===== src/design/adc_link_consts.svh =====
// offsets, field positions and timing counts of the two-wire adc link controller
// Contract
// (RULE1) The driver of SDA keeps it steady while SCL is high.
// (RULE2) An idle bus has SDA and SCL both released high.
// (RULE3) START is SDA falling while SCL is high.
// (RULE4) STOP is SDA rising while SCL is high; it ends the transfer.
// (RULE5) Repeated START keeps the bus active and the speed mode unchanged.
// (RULE6) Acknowledge: receiver pulls SDA low before and through the ninth high phase.
// (RULE7) Not-acknowledge: receiver leaves SDA released through the ninth high phase.
// (RULE8) A missing acknowledge makes the master abandon the transfer and retry later; the controller sends STOP and sets the abandon flag but never retries.
// (RULE9) The idle device waits for START plus its own address before responding.
// (RULE10) The device matches a fixed seven-bit address, set per variant.
// (RULE11) Address byte bit eight: 0 means write, 1 means read.
// (RULE12) The device acknowledges its matched address for one clock.
// (RULE13) After power-up the device runs fast/standard timing.
// (RULE14) Master code 0000_1xxx is not-acknowledged, then high-speed mode starts.
// (RULE15) After that not-acknowledge, master sends repeated START and the address.
// (RULE16) Any STOP returns the device from high-speed to fast/standard mode.
// (RULE17) Written byte MSB 1 loads setup, 0 loads configuration.
// (RULE18) One or two bytes per write cycle, each acknowledged by the device.
// (RULE19) A write cycle ends with STOP or repeated START.
// (RULE20) Setup bit 1 cleared restores configuration defaults.
// (RULE21) Setup bit 0 is ignored.
// (RULE22) Setup bits 6..4 pick reference, bit 3 picks clock; reset zero.
// (RULE23) Setup bit 2 picks bipolar coding; reset zero.
`ifndef ADC_LINK_CONSTS_SVH
`define ADC_LINK_CONSTS_SVH

`define OFS_CMD        32'h0000_0000
`define OFS_STATUS     32'h0000_0004

`define CMD_START      0
`define CMD_WRITE      1
`define CMD_READ       2
`define CMD_STOP       3
`define CMD_HS         4
`define CMD_NACK       5
`define CMD_DATA_LSB   8

`define STS_BUSY       0
`define STS_NACK       1
`define STS_ACTIVE     2
`define STS_HS         3
`define STS_ABANDON    4
`define STS_RX_LSB     8

`define MASTER_CODE    8'h08

`define CLK_NS         5
`define FS_PERIOD_NS   2500
`define HS_PERIOD_NS   588
`define FS_QTR_CYC     8'((`FS_PERIOD_NS + 4 * `CLK_NS - 1) / (4 * `CLK_NS))
`define HS_QTR_CYC     8'((`HS_PERIOD_NS + 4 * `CLK_NS - 1) / (4 * `CLK_NS))

`endif


===== src/design/adc_link_pkg.sv =====
// types of the two-wire adc link controller
package adc_link_pkg;
  typedef enum logic [1:0] {ST_IDLE, ST_START, ST_SHIFT, ST_STOP} link_state_e;
  typedef enum logic [1:0] {KIND_WRITE, KIND_READ, KIND_MCODE} byte_kind_e;
endpackage


===== src/design/pin_sync.sv =====
// three-stage synchroniser with agreement filter for the bus pins
`timescale 1ns/100ps
`default_nettype none
module pin_sync (
  input  wire logic       hclk,     // system clock
  input  wire logic       hresetn,  // async reset, active low
  input  wire logic [1:0] pin_i,    // raw pin levels
  output logic      [1:0] pin_f     // filtered levels
);
  logic [1:0] s1_q, s2_q, s3_q, f_q;
  logic [1:0] f_d;

  always_comb begin
    for (int i = 0; i < 2; i++) begin
      f_d[i] = (s2_q[i] == s3_q[i]) ? s3_q[i] : f_q[i];
    end
  end

  always_ff @(posedge hclk or negedge hresetn) begin
    if (!hresetn) begin
      s1_q <= 2'h3;
      s2_q <= 2'h3;
      s3_q <= 2'h3;
      f_q  <= 2'h3;
    end else begin
      s1_q <= pin_i;
      s2_q <= s1_q;
      s3_q <= s2_q;
      f_q  <= f_d;
    end
  end

  assign pin_f = f_q;
endmodule // pin_sync
`default_nettype wire


===== src/design/adc_link_master.sv =====
// two-wire bus master for the adc setup port, driven from ahb-lite registers
//
// Our own choices: the AHB-Lite slave port and the placing of the registers.
`timescale 1ns/100ps
`default_nettype none
`include "adc_link_consts.svh"
module adc_link_master
  import adc_link_pkg::*;
(
  input  wire logic        hclk,       // system clock, 200 MHz
  input  wire logic        hresetn,    // async reset, active low
  input  wire logic        hsel,       // slave select
  input  wire logic [31:0] haddr,      // byte address
  input  wire logic [1:0]  htrans,     // transfer type
  input  wire logic        hwrite,     // write when high
  input  wire logic [2:0]  hsize,      // word only
  input  wire logic [31:0] hwdata,     // write data
  input  wire logic        hready,     // bus ready
  output logic             hreadyout,  // never stalls
  output logic             hresp,      // always okay
  output logic      [31:0] hrdata,     // read data
  input  wire logic        scl_i,      // clock line level
  output logic             scl_o,      // clock line drive value
  output logic             scl_oe,     // pull clock line low
  input  wire logic        sda_i,      // data line level
  output logic             sda_o,      // data line drive value
  output logic             sda_oe      // pull data line low
);
  // ---------------- bus slave ----------------
  logic        dp_wr_q, dp_wr_d;
  logic [31:0] dp_addr_q, dp_addr_d;
  logic [31:0] hrdata_q, hrdata_d;
  logic [31:0] status_w;

  // ---------------- link engine ----------------
  link_state_e st_q, st_d;
  byte_kind_e  kind_q, kind_d;
  logic [6:0]  pend_q, pend_d;
  logic [7:0]  data_q, data_d;
  logic        nack_cmd_q, nack_cmd_d;
  logic [1:0]  ph_q, ph_d;
  logic [7:0]  qcnt_q, qcnt_d;
  logic [3:0]  bit_q, bit_d;
  logic [8:0]  sh_q, sh_d;
  logic [8:0]  smp_q, smp_d;
  logic [7:0]  rx_q, rx_d;
  logic        scl_oe_q, scl_oe_d;
  logic        sda_oe_q, sda_oe_d;
  logic        active_q, active_d;
  logic        hs_q, hs_d;
  logic        nack_q, nack_d;
  logic        aband_q, aband_d;

  logic [1:0]  pin_f;
  logic        scl_f, sda_f;
  logic [7:0]  qlen;
  logic        stall, tick;
  logic        wr_cmd, wr_sts, busy;
  logic [2:0]  pick;

  pin_sync u_sync (
    .hclk    (hclk),
    .hresetn (hresetn),
    .pin_i   ({scl_i, sda_i}),
    .pin_f   (pin_f)
  );
  assign scl_f = pin_f[1];
  assign sda_f = pin_f[0];

  assign busy = (st_q != ST_IDLE) || (pend_q != 7'h00);

  always_comb begin
    status_w                = 32'h0000_0000;
    status_w[`STS_BUSY]     = busy;
    status_w[`STS_NACK]     = nack_q;
    status_w[`STS_ACTIVE]   = active_q;
    status_w[`STS_HS]       = hs_q;
    status_w[`STS_ABANDON]  = aband_q;
    status_w[`STS_RX_LSB +: 8] = rx_q;
  end

  always_comb begin
    dp_wr_d   = 1'b0;
    dp_addr_d = dp_addr_q;
    hrdata_d  = hrdata_q;
    if (hready) begin
      dp_wr_d = hsel && htrans[1] && hwrite;
      if (hsel && htrans[1]) begin
        dp_addr_d = haddr;
        hrdata_d  = 32'h0000_0000;
        if (!hwrite && haddr == `OFS_STATUS) begin
          hrdata_d = status_w;
        end else if (!hwrite && haddr == `OFS_CMD) begin
          hrdata_d[`CMD_DATA_LSB +: 8] = data_q;
        end
      end
    end
  end

  always_ff @(posedge hclk or negedge hresetn) begin
    if (!hresetn) begin
      dp_wr_q   <= 1'b0;
      dp_addr_q <= 32'h0000_0000;
      hrdata_q  <= 32'h0000_0000;
    end else begin
      dp_wr_q   <= dp_wr_d;
      dp_addr_q <= dp_addr_d;
      hrdata_q  <= hrdata_d;
    end
  end

  assign hreadyout = 1'b1;
  assign hresp     = 1'b0;
  assign hrdata    = hrdata_q;

  assign wr_cmd = dp_wr_q && (dp_addr_q == `OFS_CMD);
  assign wr_sts = dp_wr_q && (dp_addr_q == `OFS_STATUS);
  assign qlen   = hs_q ? `HS_QTR_CYC : `FS_QTR_CYC;
  // a released clock line that still reads low is being held by the device
  assign stall  = !scl_oe_q && !scl_f;
  assign tick   = (st_q != ST_IDLE) && !stall && (qcnt_q == qlen - 8'd1);

  always_comb begin
    pick = 3'd7;
    for (int i = 6; i >= 0; i--) begin
      if (pend_q[i]) pick = 3'(i);
    end
  end

  always_comb begin
    st_d       = st_q;
    kind_d     = kind_q;
    pend_d     = pend_q;
    data_d     = data_q;
    nack_cmd_d = nack_cmd_q;
    ph_d       = ph_q;
    qcnt_d     = qcnt_q;
    bit_d      = bit_q;
    sh_d       = sh_q;
    smp_d      = smp_q;
    rx_d       = rx_q;
    scl_oe_d   = scl_oe_q;
    sda_oe_d   = sda_oe_q;
    active_d   = active_q;
    hs_d       = hs_q;
    nack_d     = nack_q;
    aband_d    = aband_q;

    if (wr_sts && hwdata[`STS_NACK]) nack_d = 1'b0;
    if (wr_sts && hwdata[`STS_ABANDON]) aband_d = 1'b0;

    // commands are taken only while idle; others are dropped
    if (wr_cmd && !busy) begin
      data_d     = hwdata[`CMD_DATA_LSB +: 8];
      nack_cmd_d = hwdata[`CMD_NACK];
      pend_d     = {hwdata[`CMD_STOP], hwdata[`CMD_READ], hwdata[`CMD_WRITE],
                    hwdata[`CMD_START], {3{hwdata[`CMD_HS]}}};
    end

    if (st_d != ST_IDLE && !stall) begin
      qcnt_d = tick ? 8'd0 : qcnt_q + 8'd1;
    end

    unique case (st_q)
      ST_IDLE: begin
        if (pend_q != 7'h00) begin
          pend_d[pick] = 1'b0;
          ph_d   = 2'd0;
          qcnt_d = 8'd0;
          bit_d  = 4'd0;
          case (pick)
            3'd0, 3'd2, 3'd3: begin // RULE15 RULE19
              st_d     = ST_START;
              scl_oe_d = active_q;
              sda_oe_d = 1'b0;
            end
            3'd1: begin
              st_d     = ST_SHIFT;
              kind_d   = KIND_MCODE;
              sh_d     = {`MASTER_CODE, 1'b1};
              scl_oe_d = 1'b1;
            end
            3'd4: begin
              st_d     = ST_SHIFT;
              kind_d   = KIND_WRITE;
              sh_d     = {data_q, 1'b1};
              scl_oe_d = 1'b1;
            end
            3'd5: begin
              st_d     = ST_SHIFT;
              kind_d   = KIND_READ;
              sh_d     = {8'hFF, nack_cmd_q}; // RULE6 RULE7
              scl_oe_d = 1'b1;
            end
            default: begin
              // a stop on an idle bus has nothing to close
              if (active_q) begin
                st_d     = ST_STOP;
                scl_oe_d = 1'b1;
                sda_oe_d = 1'b1;
              end
            end
          endcase
        end
      end
      ST_START: begin
        if (tick) begin
          ph_d = ph_q + 2'd1;
          unique case (ph_q)
            2'd0: scl_oe_d = 1'b0;
            2'd1: sda_oe_d = 1'b1; // RULE3
            2'd2: scl_oe_d = 1'b1;
            2'd3: begin
              st_d     = ST_IDLE;
              active_d = 1'b1; // RULE5
            end
          endcase
        end
      end
      ST_SHIFT: begin
        if (tick) begin
          ph_d = ph_q + 2'd1;
          unique case (ph_q)
            2'd0: sda_oe_d = !sh_q[8]; // RULE1
            2'd1: scl_oe_d = 1'b0;
            2'd2: smp_d    = {smp_q[7:0], sda_f};
            2'd3: begin
              scl_oe_d = 1'b1;
              sh_d     = {sh_q[7:0], 1'b1};
              bit_d    = bit_q + 4'd1;
              if (bit_q == 4'd8) begin
                st_d = ST_IDLE;
                if (kind_q == KIND_READ) begin
                  rx_d = smp_q[8:1];
                end else if ((kind_q == KIND_MCODE) == smp_q[0]) begin // RULE18
                  if (kind_q == KIND_MCODE) hs_d = 1'b1; // RULE14
                end else begin
                  nack_d  = 1'b1;
                  aband_d = 1'b1;
                  pend_d  = 7'h40; // RULE8
                end
              end
            end
          endcase
        end
      end
      ST_STOP: begin
        if (tick) begin
          ph_d = ph_q + 2'd1;
          unique case (ph_q)
            2'd0: scl_oe_d = 1'b0;
            2'd1: sda_oe_d = 1'b0; // RULE4
            2'd2: ;
            2'd3: begin
              st_d     = ST_IDLE;
              active_d = 1'b0;
              hs_d     = 1'b0; // RULE16
            end
          endcase
        end
      end
    endcase
  end

  always_ff @(posedge hclk or negedge hresetn) begin
    if (!hresetn) begin
      st_q       <= ST_IDLE;
      kind_q     <= KIND_WRITE;
      pend_q     <= 7'h00;
      data_q     <= 8'h00;
      nack_cmd_q <= 1'b0;
      ph_q       <= 2'd0;
      qcnt_q     <= 8'd0;
      bit_q      <= 4'd0;
      sh_q       <= 9'h1FF;
      smp_q      <= 9'h000;
      rx_q       <= 8'h00;
      scl_oe_q   <= 1'b0; // RULE2
      sda_oe_q   <= 1'b0; // RULE2
      active_q   <= 1'b0;
      hs_q       <= 1'b0;
      nack_q     <= 1'b0;
      aband_q    <= 1'b0;
    end else begin
      st_q       <= st_d;
      kind_q     <= kind_d;
      pend_q     <= pend_d;
      data_q     <= data_d;
      nack_cmd_q <= nack_cmd_d;
      ph_q       <= ph_d;
      qcnt_q     <= qcnt_d;
      bit_q      <= bit_d;
      sh_q       <= sh_d;
      smp_q      <= smp_d;
      rx_q       <= rx_d;
      scl_oe_q   <= scl_oe_d;
      sda_oe_q   <= sda_oe_d;
      active_q   <= active_d;
      hs_q       <= hs_d;
      nack_q     <= nack_d;
      aband_q    <= aband_d;
    end
  end

  // open drain: only ever pull low
  assign scl_o  = 1'b0;
  assign sda_o  = 1'b0;
  assign scl_oe = scl_oe_q;
  assign sda_oe = sda_oe_q;
endmodule // adc_link_master
`default_nettype wire


===== config.mk =====
export PLATFORM = sky130hd
export DESIGN_NAME = adc_link_master
export DESIGN_NICKNAME = d
export VERILOG_FILES = /design/src/design/adc_link_pkg.sv /design/src/design/pin_sync.sv /design/src/design/adc_link_master.sv
export VERILOG_INCLUDE_DIRS = /design/src /design/src/design
export SDC_FILE = /design/constraint.sdc
export NUM_CORES = 1
export LEC_CHECK = 0
export ABC_CLOCK_PERIOD_IN_PS = 2300
export BUFFER_PORTS_ARGS = -buffer_cell sky130_fd_sc_hd__buf_2
export CORE_MARGIN = 3
export CORE_UTILIZATION = 41
export DETAILED_ROUTE_END_ITERATION = 16
export GPL_ROUTABILITY_DRIVEN = 0
export PLACE_DENSITY_LB_ADDON = 0.12
export SETUP_SLACK_MARGIN = 0.15
export SLEW_MARGIN = 15
export SYNTH_ARGS = -nofsm -noshare
export SYNTH_HDL_FRONTEND = slang
export SYNTH_SLANG_ARGS = --single-unit

===== constraint.sdc =====
create_clock -name hclk -period 2.3 [get_ports hclk]
set_input_delay 0.69 -clock hclk [delete_from_list [all_inputs] [get_ports hclk]]
set_output_delay 0.69 -clock hclk [all_outputs]
set_load 0.005 [all_outputs]

==> run summary, run 1 <==
Post-route cell area: 7080 um2
Avg WL per Cell: 16.7 um
Core area: 13500 um2
Power Density: 785 nW/um2
Crit end category: flip-flop
Largest family of logic cells by synthesized area: multiplexers
Prevailing post-synth register cell: dfrtp_1
CTS Root Cell: clkbuf_16
Die Y-Extent: 125 um
Hold_ws: 0.226 ns
Fin Clk Skew: 0.00634 ns
Critical Path Stages: 5
CTS tree: done
Synth Register Bits: 120
Cells after synthesis: 491
First-pass GRT wire length: 21.4 mm
Outcome: completed
Fraction of layout cells with a size suffix above 1: 39.1%
R2R depth: 5
IO Port Bufs: 68
Worst stage delay on the critical path: 0.58 ns
# fillers: 1193
Largest net degree at the start of global routing: 47
Final HPWL DP: 9.27 mm
Placed cell area: 6400 um2
CP max FO: 8
Slew margin rel.: 58.1%
Cell row count: 42
Crit share post-route: 91.0%
Crit path launch: pend_q[0]
Pre-Repair DR Iteration Count: 4
Yosys warning total: 0
Hold Crit Class: primary input to async pin
Initial core utilization: 42.6%
Synthesized area: 5760 um2
MaxCap Viol Count: 0
CTS Hold Buffers Added: 0
Worst flop-to-flop path startpoint: pend_q[0]
Num CTS Buffers: 17
Via density: 5.29
Mux share of post-synthesis cell area: 16.4%
Final Max Tran Viols: 0
Number of diodes: 0
Clock Path Buffers: 2
Total track usage: 17.1%
# clock sinks: 120
Critical Path End: data_q[4]
Worst-Margin Slew: 0.626 ns
Vias in the first global route: 4158
Overflow after GRT: 0
I/O Pins: 114
Final Hold Vio Count: 0
Setup violators final: 0
Critical path cell sequence: or4_4 -> nor3_4 -> and4b_2 -> buf_12 -> mux2_4
H-tree depth: 4
Die Wd: 125 um
Area Growth Syn to Fin: 23.0%
Post-synth ARST share: 100%
Simple-Gate Fraction of Synth Area: 13.1%
Accumulated negative setup slack: 0 ns
R2R Setup Slk: 0.21 ns
Critical Path AT: 2.39 ns
Critical path type: flip-flop to flip-flop
Area share of xor/xnor cells in the synthesized design: 0.913%
Clk slew on worst S/H paths: 0.06 ns
F_max: 0.478 GHz
Final-stage net count: 671
Buf/Inv on CP: 1
Initial antenna violation count: 0
Placed cell count: 743
Worst-Skew Late Latency: 0.41 ns
Vias: 4109
Worst Path Required: 2.60 ns
Critical path's top delay family: simple AND/OR/NAND/NOR gates
Antenna Violating Nets Remaining: 0
Compound-Gate Fraction of Synth Area: 9.02%
RSZ-0062 raised after global routing: no
Post-Synth Adder-Cell Area: 1.87%
Sequential share of the synthesized area: 52.5%
Synth cell types: 60
DR iter-0 viols: 156
DRC: 0
Overall routed net length: 13.0 mm
Full die area: 15500 um2
Worst r2r dst: data_q[4]
Static leakage: 0.00324 uW
Crit path time final: 2.09 ns
Post-synth EDFFs: 0
CP Launch Type: flip-flop
Mapped Avg Cell Area: 11.7 um2
Slowest CP cell: or4_4
Finished Layout Cells: 777
Maximum vdd ir drop: 0.000631 V
[Yosys cell counts (3+ instances only)]
library cell	number	area (um2)
buf_2	3	15.0
o211ai_1	3	22.5
a21oi_1	12	60.1
nor2b_1	4	25.0
and4b_1	3	30.0
nor4_1	18	113
clkbuf_1	14	52.6
or3_1	4	25.0
o21ai_0	23	115
xor2_1	4	35.0
nor2_1	21	78.8
nand4_1	10	62.6
inv_1	20	75.1
mux2i_1	12	120
buf_6	3	33.8
mux2_4	9	135
nand2b_1	6	37.5
a21o_1	3	22.5
mux2_2	61	687
buf_4	23	173
or4_1	4	30.0
ha_1	7	87.6
nand3_1	5	25.0
dfrtp_1	103	2580
o31ai_1	12	90.1
and3_1	4	25.0
dfstp_2	17	447
nand2_1	32	120
a22o_1	7	61.3
nor3_1	5	25.0
[where the power goes]
part	internal (uW)	switching, uW
clock	1740	990
sequential	2290	127
combinational	211	202
[layout make-up]
type	instances	area, um2	area share [%]
Clock buffer	18	439	6.20
Clock inverter	14	173	2.44
Inverter	20	75.1	1.06
Multi-Input combinational cell	329	2520	35.7
Sequential cell	120	3020	42.7
Tap cell	176	220	3.11
Timing Repair Buffer	100	624	8.82
[worst min-delay path by stage]
stage | from | end | slack, ns | cells after the start
4_1_cts | hresetn | rx_q[1] | 0.22 | 1
5_1_grt | hresetn | rx_q[1] | 0.23 | 1
3_5_place_dp | u_sync.s1_q[1] | u_sync.s2_q[1] | 0.35 | 0
6_report | hresetn | active_q | 0.23 | 1
2_1_floorplan | u_sync.s1_q[0] | u_sync.s2_q[0] | 0.35 | 0
3_3_place_gp | u_sync.s1_q[0] | u_sync.s2_q[0] | 0.35 | 0
[metrics by stage]
| stage | setup slack (ns) | total power [uW] | utilization, % |
|---|---|---|---|
| finish | 0.208 | 5550 | 52.4 |
| global route | 0.153 | 5790 | 52.4 |
| CTS | 0.167 | 5610 | 52.0 |
| detailed placement | -0.0595 | 2860 | 47.4 |
| global placement | -0.0221 | 2840 | 47.4 |
| floorplan | 0.195 | 2690 | - |
[layer usage]
metal	GRT usage (%)	share of wire, %
met5	0	0
met2	26.3	47
met1	23.6	48
met4	6.13	1.2
met3	4.03	3.9
[flip-flops by register name, summed over array words and instances (netlist names), 2 cells and up]
signal        count
dp_addr_q        32
u_sync.s3_q       2
qcnt_q            8
data_q            8
bit_q             4
smp_q             9
hrdata           13
ph_q              2
st_q              2
u_sync.s2_q       2
sh_q              9
pend_q            7
u_sync.s1_q       2
kind_q            2
u_sync.pin_f      2
rx_q              8
[what timing repair did]
item,CTS,global route
gates resized for setup,3,5
gates cloned,0,1
endpoints found under the hold margin,0,0
setup endpoints to repair,12,23
pin swaps,0,3
setup buffers,0,1
[placed cells by master, fill, tap and decap left out, types with 18 or more instances in the layout]
cell type  netlist  final
dfrtp_1        103    103
buf_2            3     67
buf_4           23     29
o21ai_0         23     23
inv_1           20     20
nand2_1         32     32
conb_1           2     23
mux2_2          61     61
nor4_1          18     18
nor2_1          21     21
[cells by family after synthesis]
logic type,count (synthesis)
and+or+nand+nor,130
buffers and inverters,64
adders and majority gates,9
AOI/OAI and AO/OA,78
DFF,120
xor gates and xnor gates,6
muxes,82
other,2
Note: power is estimated with default switching activity, not from simulation.
==> run 2: changes to the inputs <==
- ABC_AREA: not set -> 1
- CORE_ASPECT_RATIO: not set -> 0.7
==> run summary, run 2 <==
Number of diodes: 0 (unchanged)
Most Crowded Layer GR: met1
MaxCap Viol Count: 0 (unchanged)
Worst stage delay on the critical path: 0.46 ns (-0.12 ns)
Slowest CP cell: dfrtp_1
Fraction of post-synthesis cell area in the top cell type by area: 43.0% (-1.8 points)
Final HPWL DP: 10.3 mm (+11%)
Num CTS Buffers: 17 (unchanged)
Crit end category: flip-flop
Die Wd: 151 um (+21%)
Commonest non-fill, non-tap cell in the layout: nand2_1
Prevailing post-synth register cell: dfrtp_1
Full die area: 16100 um2 (+4.0%)
Area Growth Syn to Fin: 18.0%
Sw Pwr: 1610 uW (+22%)
Post-cts sizing count: 1 (-2)
Vias in the first global route: 4655 (+12%)
Power Density: 799 nW/um2 (+1.9%)
CTS Hold Buffers Added: 0 (unchanged)
Logic gate share of total power: 12.5% (+5.1 points)
CTS Root Cell: clkbuf_16
Accumulated negative setup slack: 0 ns (unchanged)
Avg WL per Cell: 13.7 um (-18%)
IO Port Bufs: 68 (unchanged)
RSZ-0062 raised after global routing: no
Post-synth EDFFs: 0 (unchanged)
First-pass GRT wire length: 23.6 mm (+10%)
Maximum vdd ir drop: 0.000476 V (-24%)
Critical Path AT: 2.33 ns (-0.06 ns)
Synth cell types: 39 (-35%)
Post-synth ARST share: 100% (unchanged)
Fin Clk Skew: 0.00965 ns (+0.00330 ns)
DR iter-0 viols: 348 (+120%)
Synth top area cells: dfrtp_1 (43%), nand2_1 (13%), dfstp_2 (7.5%), inv_1 (5.2%), nand3_1 (4.9%)
Buf/Inv on CP: 1 (unchanged)
Clock share of power: 45.7% (-3.4 points)
Hold Crit Class: primary input to async pin
Yosys warning total: 0 (unchanged)
Final-stage net count: 910 (+36%)
Worst Path Required: 2.64 ns (+0.04 ns)
Antenna Violating Nets Remaining: 0 (unchanged)
CP max FO: 17 (+9)
Reg power frac: 41.8% (-1.7 points)
Pre-Repair DR Iteration Count: 5 (+1)
Overflow after GRT: 0 (unchanged)
Max reg flops: 32 (unchanged)
Commonest cells after routing, fill and taps aside: nand2_1 (206), dfrtp_1 (103), inv_1 (83)
Sequential share of the synthesized area: 50.5% (-2.1 points)
Clk slew on worst S/H paths: 0.06 ns (about the same)
Cell row count: 36 (-14%)
Final Max Tran Viols: 0 (unchanged)
Via density: 4.89 (-7.5%)
Cells after synthesis: 749 (+53%)
H-tree depth: 4 (unchanged)
CP Launch Type: flip-flop
Leading area contributor after synthesis: dfrtp_1
Critical path's top delay family: simple AND/OR/NAND/NOR gates
Crit path time final: 1.99 ns (-0.0989 ns)
CTS tree: done
Largest register by flop count: dp_addr_q
Synth Register Bits: 120 (unchanged)
Mapped Avg Cell Area: 8.00 um2 (-32%)
Core area: 14100 um2 (+4.4%)
Sw Ratio: 28.5% (+4.7 points)
Internal Pwr Total: 4040 uW (-4.5%)
Placed cell area: 6490 um2 (+1.4%)
Fraction of layout cells with a size suffix above 1: 17.7% (-21 points)
F_max: 0.502 GHz (+5.0%)
Met2 Use GR: 26.8% (+0.49 points)
# clock sinks: 120 (unchanged)
Clock Path Buffers: 2 (unchanged)
GR Util met1: 28.1% (+4.5 points)
Worst-Skew Late Latency: 0.42 ns (about the same)
# fillers: 1363 (+14%)
I/O Pins: 114 (unchanged)
Initial core utilization: 42.5% (-0.13 points)
Static leakage: 0.00367 uW (+13%)
Critical path type: flip-flop to flip-flop
Largest net degree at the start of global routing: 121 (+160%)
Overall routed net length: 14.1 mm (+8.5%)
DRC: 0 (unchanged)
Total track usage: 18.7% (+1.7 points)
Post-route cell area: 7070 um2 (-0.16%)
Cell with the most instances after synthesis: nand2_1
Post-CTS Setup Bufs: 0 (unchanged)
Met3 usage: 4.31% (+0.28 points)
Top cells by count, synth: nand2_1 (207), dfrtp_1 (103), inv_1 (83)
Setup violators final: 0 (unchanged)
Vias: 5037 (+23%)
Slew margin rel.: 52.6% (-5.4 points)
Crit share post-route: 86.7% (-4.3 points)
Synthesized area: 5990 um2 (+4.1%)
Final Hold Vio Count: 0 (unchanged)
Worst-Margin Slew: 0.710 ns (+0.0841 ns)
Outcome: completed
Initial antenna violation count: 0 (unchanged)
Die Y-Extent: 107 um (-14%)
Critical path cell sequence: nor2_4 -> nand2_1 -> o21ai_1 -> buf_4 -> nand2_4 -> nor2_8 -> nor2_1 -> a21oi_1
-- run 2: cell types whose count changed after synthesis, moves of 16 or more --
cell     delta
a21oi_1    +16
inv_1      +63
mux2_2     -61
nand2_1   +175
nand3_1    +54
nor2_1     +47
nor4_1     -18
o21ai_0    +28
o21ai_1    +17
-- run 2: logic make-up after synthesis --
kind of cell	Yosys count	share of synthesized area, %
XOR/XNOR	2	0.292
flip-flops	120	50.5
other	2	0.125
adder cells (fa/ha/maj)	9	1.80
AND/OR/NAND/NOR	378	27.8
AO/OA/AOI/OAI	109	9.54
buffers and inverters	129	10.0
-- run 2: worst register-to-register path, delay by kind of cell (launching register included) --
kind	cells	cell delay, ns
buffers and inverters	1	0.19
DFF	1	0.46
and+or+nand+nor	5	0.95
AOI/OAI and AO/OA	2	0.31
-- run 2: routing by layer --
layer | vias up | share of wire, %
met5 | - | 0
met4 | 0 | 1.1
met3 | 16 | 4.2
met2 | 114 | 44
met1 | 2387 | 51
li1 | 2520 | -
-- run 2: final timing paths --
kind                                      from        endpoint  slack [ns]  depth (start not counted)
worst max-delay path                   st_q[1]         sh_q[6]        0.31                          8
worst min register to register  u_sync.s1_q[1]  u_sync.s2_q[1]        0.36                          0
worst min-delay path                   hresetn       qcnt_q[5]        0.29                          2
min in group hclk               u_sync.s1_q[1]  u_sync.s2_q[1]        0.36                          0
worst max register to register         st_q[1]         sh_q[6]        0.31                          8
max in group asynchronous              hresetn         dp_wr_q        1.41                          2
-- run 2: power by group through the flow --
| stage | clock, uW | combinational (uW) | sequential, uW |
|---|---|---|---|
| 4_1_cts | 2630 | 710 | 2360 |
| 5_1_grt | 2750 | 800 | 2380 |
| 3_5_place_dp | 0 | 704 | 2400 |
| 3_3_place_gp | 0 | 690 | 2390 |
| 6_report | 2590 | 705 | 2360 |
| 2_1_floorplan | 0 | 493 | 2370 |
-- run 2: final cells by class --
class,count,area (um2),area share (%)
Sequential cell,120,3020,42.8
Tap cell,190,238,3.36
Multi-Input combinational cell,521,2450,34.7
Clock inverter,14,141,2.00
Inverter,87,327,4.62
Timing Repair Buffer,80,445,6.30
Clock buffer,18,439,6.21
-- run 2: metrics by stage --
step / util [%] / hold slack (ns) / worst slack, ns / power [uW] / std cells
finish: 50.1 / 0.292 / 0.306 / 5650 / 1030
global route: 50.1 / 0.358 / 0.154 / 5930 / 1030
CTS: 50.1 / 0.357 / 0.326 / 5710 / 1030
detailed placement: 46.0 / 0.348 / 0.207 / 3100 / 998
global placement: 46.0 / 0.346 / 0.220 / 3080 / 998
floorplan: - / 0.345 / 0.642 / 2870 / 770
